`config.mk`:
```
export PLATFORM = sky130hd
export DESIGN_NAME = comparator_control_logic
export DESIGN_NICKNAME = d
export VERILOG_FILES = /design/src/cmp_pkg.sv /design/src/cmp_edge_if.sv /design/src/cmp_edge_det.sv /design/src/cmp_mux_dec.sv /design/src/comparator_control_logic.sv
export VERILOG_INCLUDE_DIRS = /design/src /design/src/src
export SDC_FILE = /design/constraint.sdc
export NUM_CORES = 1
export LEC_CHECK = 0
export BUFFER_PORTS_ARGS = -buffer_cell sky130_fd_sc_hd__buf_4
export CORE_MARGIN = 10
export CORE_UTILIZATION = 40
export DETAILED_ROUTE_END_ITERATION = 12
export PLACE_DENSITY = 0.69
export SLEW_MARGIN = 10
export SYNTH_ARGS = -nofsm -noshare
export SYNTH_HDL_FRONTEND = slang
export SYNTH_HIERARCHICAL = 1
export SYNTH_SLANG_ARGS = --single-unit
```
`constraint.sdc`:
```
create_clock -name ref_clk -period 2.5 [get_ports ref_clk]
set_input_delay 0 -clock ref_clk [delete_from_list [all_inputs] [get_ports ref_clk]]
set_output_delay 0 -clock ref_clk [all_outputs]
set_load 0.02 [all_outputs]
```
`src/cmp_consts.svh`:
```
/*
 * register offsets, field positions, reset values and timing counts for the
 * comparator control block. assumes an 8-bit special-function register port.
 */
`ifndef CMP_CONSTS_SVH
`define CMP_CONSTS_SVH

`define CMP_ADDR_INSEL      8'h9f
`define CMP_ADDR_CTRL       8'hf8
`define CMP_RST_INSEL       8'h00
`define CMP_RST_CTRL        8'h00
`define CMP_BIT_ENABLE      7
`define CMP_BIT_OUTSTATE    6
`define CMP_BIT_RISEFLAG    5
`define CMP_BIT_FALLFLAG    4
`define CMP_HYSP_HI         3
`define CMP_HYSP_LO         2
`define CMP_HYSN_HI         1
`define CMP_HYSN_LO         0
`define CMP_NSEL_HI         5
`define CMP_NSEL_LO         4
`define CMP_PSEL_HI         1
`define CMP_PSEL_LO         0
`define CMP_INSEL_MASK      8'h33
`define CMP_SYNC_STAGES     2

`endif

```
`src/cmp_pkg.sv`:
```
/*
 * types shared by the comparator control files.
 * assumes cmp_consts.svh supplies the numbers.
 */
package cmp_pkg;
    // hysteresis amount codes, same for both directions
    typedef enum logic [1:0] {
        HYS_OFF  = 2'b00,
        HYS_5MV  = 2'b01,
        HYS_10MV = 2'b10,
        HYS_20MV = 2'b11
    } cmp_hys_t;

    // edge detector state
    typedef struct packed {
        logic [1:0] syncQ;
        logic       levelQ;
        logic       primedQ;
        logic       riseQ;
        logic       fallQ;
    } cmp_edge_st_t;
endpackage

```
`src/cmp_edge_if.sv`:
```
/*
 * carries the synchronised comparator level and edge pulses between the
 * edge detector and the register block. single clock domain.
 */
`timescale 1ns/1ps
interface cmp_edge_if;
    logic level;
    logic rise;
    logic fall;
    modport src (output level, output rise, output fall);
    modport dst (input level, input rise, input fall);
endinterface

```
`src/cmp_edge_det.sv`:
```
/*
 * two-flop synchroniser and edge detector for the raw comparator output.
 * assumes ref_clk domain; rawIn is asynchronous.
 */
`timescale 1ns/1ps
`include "cmp_consts.svh"
module cmp_edge_det (
    input  wire logic ref_clk,
    input  wire logic rstn,
    input  wire logic clkEn,
    input  wire logic enable,
    input  wire logic rawIn,
    cmp_edge_if.src   edges
);
    cmp_pkg::cmp_edge_st_t st_q;
    cmp_pkg::cmp_edge_st_t st_d;

    initial begin
        if (`CMP_SYNC_STAGES != 2) $error("two sync stages expected");
    end

    // first stage feeds only the second; edges compare second stage to last
    always_comb begin
        st_d = st_q;
        st_d.syncQ = {st_q.syncQ[0], rawIn};
        st_d.levelQ = st_q.syncQ[1];
        st_d.primedQ = enable;
        // a disabled comparator is not watched, so no edges on enable
        st_d.riseQ = enable && st_q.primedQ && st_q.syncQ[1] && !st_q.levelQ;
        st_d.fallQ = enable && st_q.primedQ && !st_q.syncQ[1] && st_q.levelQ;
    end

    always_ff @(posedge ref_clk or negedge rstn) begin
        if (!rstn) begin
            st_q <= '0;
        end else if (clkEn) begin
            st_q <= st_d;
        end
    end

    assign edges.level = st_q.levelQ;
    assign edges.rise  = st_q.riseQ;
    assign edges.fall  = st_q.fallQ;
endmodule

```
`src/cmp_mux_dec.sv`:
```
/*
 * decodes the input-select fields into one-hot pin selects for the analog
 * multiplexers. purely combinational; the top registers its result.
 */
`timescale 1ns/1ps
module cmp_mux_dec (
    input  wire logic [1:0] posSel,
    input  wire logic [1:0] negSel,
    output logic      [3:0] posPins,
    output logic      [3:0] negPins
);
    // bit k of posPins is P0.(2k), of negPins is P0.(2k+1)
    genvar k;
    generate
        for (k = 0; k < 4; k++) begin : g_pin
            assign posPins[k] = (posSel == 2'(k));
            assign negPins[k] = (negSel == 2'(k));
        end
    endgenerate
endmodule

```
`src/comparator_control_logic.sv`:
```
/*
 * control and status registers around an analog voltage comparator.
 * assumes an 8-bit special-function register port on ref_clk, and an analog
 * core whose raw output is asynchronous to ref_clk.
 */
`timescale 1ns/1ps
`include "cmp_consts.svh"
module comparator_control_logic (
    input  wire logic       ref_clk,
    input  wire logic       rstn,
    input  wire logic       clkEn,
    input  wire logic [7:0] sfrAddr,
    input  wire logic       sfrWr,
    input  wire logic       sfrRd,
    input  wire logic [7:0] sfrWdata,
    output logic      [7:0] sfrRdata,
    input  wire logic       cmpRaw,
    output logic            cmpEnable,
    output logic      [1:0] posHysteresis,
    output logic      [1:0] negHysteresis,
    output logic      [3:0] posPinSel,
    output logic      [3:0] negPinSel,
    output logic            cmpPinOut,
    output logic            riseIrq,
    output logic            fallIrq
);
    // all state of this module in one struct
    typedef struct packed {
        logic       enQ;
        logic       riseFlagQ;
        logic       fallFlagQ;
        logic [1:0] hysPQ;
        logic [1:0] hysNQ;
        logic [1:0] nSelQ;
        logic [1:0] pSelQ;
        logic [7:0] rdataQ;
        logic [3:0] posPinQ;
        logic [3:0] negPinQ;
        logic       pinOutQ;
        logic       riseIrqQ;
        logic       fallIrqQ;
    } cmp_top_st_t;

    cmp_top_st_t st_q;
    cmp_top_st_t st_d;

    cmp_edge_if edges ();
    logic [3:0] posPinsDec;
    logic [3:0] negPinsDec;
    logic       wrCtrl;
    logic       wrInsel;
    logic [7:0] ctrlView;
    logic [7:0] inselView;

    // edge detection runs off the synchronised level only
    cmp_edge_det u_edge (
        .ref_clk (ref_clk),
        .rstn    (rstn),
        .clkEn   (clkEn),
        .enable  (st_q.enQ),
        .rawIn   (cmpRaw),
        .edges   (edges)
    );

    cmp_mux_dec u_mux (
        .posSel  (st_q.pSelQ),
        .negSel  (st_q.nSelQ),
        .posPins (posPinsDec),
        .negPins (negPinsDec)
    );

    assign wrCtrl  = sfrWr && (sfrAddr == `CMP_ADDR_CTRL);
    assign wrInsel = sfrWr && (sfrAddr == `CMP_ADDR_INSEL);

    // readback images; the analog core decides polarity, high means pos > neg
    always_comb begin
        ctrlView = 8'h00;
        ctrlView[`CMP_BIT_ENABLE]   = st_q.enQ;
        ctrlView[`CMP_BIT_OUTSTATE] = edges.level;
        ctrlView[`CMP_BIT_RISEFLAG] = st_q.riseFlagQ;
        ctrlView[`CMP_BIT_FALLFLAG] = st_q.fallFlagQ;
        ctrlView[`CMP_HYSP_HI:`CMP_HYSP_LO] = st_q.hysPQ;
        ctrlView[`CMP_HYSN_HI:`CMP_HYSN_LO] = st_q.hysNQ;
        inselView = 8'h00;
        inselView[`CMP_NSEL_HI:`CMP_NSEL_LO] = st_q.nSelQ;
        inselView[`CMP_PSEL_HI:`CMP_PSEL_LO] = st_q.pSelQ;
    end

    // next state: writes, flag sets, registered outputs
    always_comb begin
        st_d = st_q;
        if (wrCtrl) begin
            st_d.enQ   = sfrWdata[`CMP_BIT_ENABLE];
            st_d.hysPQ = sfrWdata[`CMP_HYSP_HI:`CMP_HYSP_LO];
            st_d.hysNQ = sfrWdata[`CMP_HYSN_HI:`CMP_HYSN_LO];
            // software may write either flag; writing one also sets it
            st_d.riseFlagQ = sfrWdata[`CMP_BIT_RISEFLAG];
            st_d.fallFlagQ = sfrWdata[`CMP_BIT_FALLFLAG];
        end
        if (wrInsel) begin
            st_d.nSelQ = sfrWdata[`CMP_NSEL_HI:`CMP_NSEL_LO];
            st_d.pSelQ = sfrWdata[`CMP_PSEL_HI:`CMP_PSEL_LO];
        end
        // a set in the same cycle as a clear wins, so no edge is lost
        if (edges.rise) begin
            st_d.riseFlagQ = 1'b1;
        end
        if (edges.fall) begin
            st_d.fallFlagQ = 1'b1;
        end
        // read data registered one cycle after the strobe; 0 when unmapped
        if (sfrRd) begin
            case (sfrAddr)
                `CMP_ADDR_CTRL: begin
                    st_d.rdataQ = ctrlView;
                end
                `CMP_ADDR_INSEL: begin
                    st_d.rdataQ = inselView;
                end
                default: begin
                    st_d.rdataQ = 8'h00;
                end
            endcase
        end
        st_d.posPinQ  = posPinsDec;
        st_d.negPinQ  = negPinsDec;
        st_d.pinOutQ  = st_q.enQ & edges.level;
        st_d.riseIrqQ = edges.rise;
        st_d.fallIrqQ = edges.fall;
    end

    always_ff @(posedge ref_clk or negedge rstn) begin
        if (!rstn) begin
            st_q <= '0;
            st_q.posPinQ <= 4'h1;   // code 00 selects the first pin
            st_q.negPinQ <= 4'h1;
        end else if (clkEn) begin
            st_q <= st_d;
        end
    end

    // outputs straight from flops
    assign sfrRdata      = st_q.rdataQ;
    assign cmpEnable     = st_q.enQ;
    assign posHysteresis = st_q.hysPQ;
    assign negHysteresis = st_q.hysNQ;
    assign posPinSel     = st_q.posPinQ;
    assign negPinSel     = st_q.negPinQ;
    assign cmpPinOut     = st_q.pinOutQ;
    assign riseIrq       = st_q.riseIrqQ;
    assign fallIrq       = st_q.fallIrqQ;
endmodule

```
==> qor.yml <==
power_density_nw_per_um2: 570
max-slew-margin-rel_pct: 61.2
drv_cap: 0
fin_util_pct: 57.0
drc: 0
cp_data_required_time_ns: 2.67
vias: 1103
start_kind: "input pin"
clock_path_buffers: 2
numCtsBuffers: 5
layout_common_cells: "44 x buf_4, 34 x dfrtp_1, 22 x mux2_2"
dieWidth_um: 83.3
dieArea_um2: 6940
numPortBuffers: 44
clock-sinks: 36
synth_seq_area_share_pct: 56.3
status: "finished, final reports clean"
tightest_slew_ns: 0.579
rsz0062_at_grt: "false"
syn-num-nets: 138
drt_iter0_drc: 66
cts_resized: 0
worstHoldPathType: "input pin to flip-flop"
ioPinCount: 46
hold_slack_ns: 0.113
drive_gt1_share_pct: 51.8
yosys.cell_types.count: 27
antenna_left: 0
clock_latency_ns: 0.28
finalPower_mw: 1.22
seqPwrFrac_pct: 50.3
grt_overflow_total: 0
crit_type: "input pin to flip-flop"
synth_cells: 116
setup_tns_ns: 0
peakVddDrop_uv: 444
cts_tree: "built"
fp-row-count: 22
core_area_um2: 3770
layout_commonest_cell: "buf_4"
viasPerCell: 5.06
clock-root-buffer: "clkbuf_8"
crit_arrival_ns: 1.37
crit_fanout: 7
synth_area_um2: 1600
fin_skew_ns: 0.00276
p_clk_share_pct: 40.5
slew_violations: 0
gp_congestion: 0.747
final-setup-viol-count: 0
swShare_pct: 21.7
worst_setup_path_end_kind: "flip-flop"
antennaDiodeCount: 0
hpwl_um: 2670
start_util_pct: 42.5
syn_avg_cell_area_um2: 13.8
track_usage_pct: 10.1
timing.final.ws_setup_ns: 1.30
dp_slack_ns: 0.987
wl_per_cell_um: 16.3
ys.warnings.count: 6
ys_ff_latch: 36
finalWirelength_um: 3560
fin_crit_sh_pct: 48.0
grt_pass1_wl_um: 5920
path_clk_slew_ns: 0.07
area_delta_synth_final_pct: 33.9
max_freq_ghz: 0.833
switching_power_mw: 0.266
min_period_ns: 1.20
fp.dieH_um: 83.3
grt_start_max_net_pins: 37
htree_num_levels: 2
hold_viol: 0
dr.pass1.iters: 4
leakagePower_nw: 1.07
intPower_mw: 0.959
grt_pass1_vias: 1181
power_frac_comb_pct: 9.2
antenna_found_initial: 0
layout.nets: 191
## power by group through the flow
stage               Clock [mW]  Sequential, mW  Combinational [mW]
finish                   0.496           0.616               0.113
global route             0.527           0.619               0.123
CTS                      0.503           0.616               0.115
detailed placement           0           0.627               0.104
global placement             0           0.625              0.0997
floorplan                    0           0.629              0.0439
## through the flow
stage / std cells / instance area, µm²
2_1_floorplan: 116 / 1600
3_3_place_gp: 201 / 1950
3_5_place_dp: 201 / 1950
4_1_cts: 218 / 2150
5_1_grt: 218 / 2150
6_report: 218 / 2150
## cells in the mapped netlist
library cell,n,area share [%]
a221o_1,4,2.5
a22o_1,4,2.2
and2_1,6,2.3
and2_2,2,0.94
and2b_2,4,2.2
and3_1,1,0.39
and4_1,1,0.55
and4b_1,2,1.2
and4bb_2,1,0.78
buf_1,1,0.23
buf_2,2,0.62
buf_4,4,1.9
dfrtp_1,34,53
dfstp_2,2,3.3
inv_1,5,1.2
mux2_2,22,15
mux2_4,1,0.94
nand2_1,3,0.70
nand3_1,4,1.2
nand4_1,1,0.39
nand4bb_4,1,1.7
nor2_1,2,0.47
nor4_4,1,1.3
nor4b_4,1,1.5
o211ai_1,2,0.94
o21ai_0,3,0.94
or4_2,2,1.1
## registers in the layout (all words and copies together), names as in the netlist
name                count
cmpEnable               1
cmpPinOut               1
u_edge/edges.rise       1
negPinSel               4
u_edge/edges.level      1
fallIrq                 1
sfrRdata                8
negHysteresis           2
u_edge/st_d             2
posPinSel               4
ctrlView                2
posHysteresis           2
inselView               4
u_edge/edges.fall       1
u_edge/st_q             1
riseIrq                 1
## routing by layer
metal,wire length [µm],global-route usage (%),vias to the layer above
li1,-,-,523
met1,1600,12.4,547
met2,1740,15.8,28
met3,191,3.42,5
met4,33,4.00,0
met5,0,0,-
## final timing paths
check,from,end,slack (ns),cells past startpoint
setup / recovery,sfrAddr[0],negHysteresis[0],1.30,4
hold / removal,sfrAddr[2],ctrlView[4],0.11,3
setup reg to reg,cmpEnable,u_edge/edges.rise,1.46,2
hold reg to reg,sfrRdata[2],sfrRdata[2],0.51,1
max in group asynchronous,rstn,negPinSel[0],1.95,2
min in group asynchronous,rstn,posPinSel[3],0.21,2
## area by class of cell
type	count	area [µm²]
Clock buffer	6	72.6
Clock inverter	2	35.0
Sequential cell	36	903
Inverter	5	18.8
Fill cell	338	1620
Timing Repair Buffer	53	420
Tap cell	48	60.1
Multi-Input combinational cell	68	638
## worst max-delay path: stages
cell and delay [ns]:
buf_4 0.11, nand4bb_4 0.27, nor4b_4 0.58, mux2_2 0.40
## what timing repair did
item / CTS / global route
buffers inserted: 0 / 0
hold endpoints to repair: 44 / 0
hold buffers: 9 / 0
## cells by family (layout without fill, tap and decap cells)
| kind of cell | Yosys count | count (layout) | share of synthesized area (%) |
|---|---|---|---|
| and+or+nand+nor | 32 | 32 | 16.8 |
| muxes | 23 | 23 | 16.4 |
| DFF | 36 | 36 | 56.3 |
| buffers and inverters | 12 | 66 | 3.90 |
| AOI/OAI and AO/OA | 13 | 13 | 6.55 |
Power figures use the tool's default switching activity.
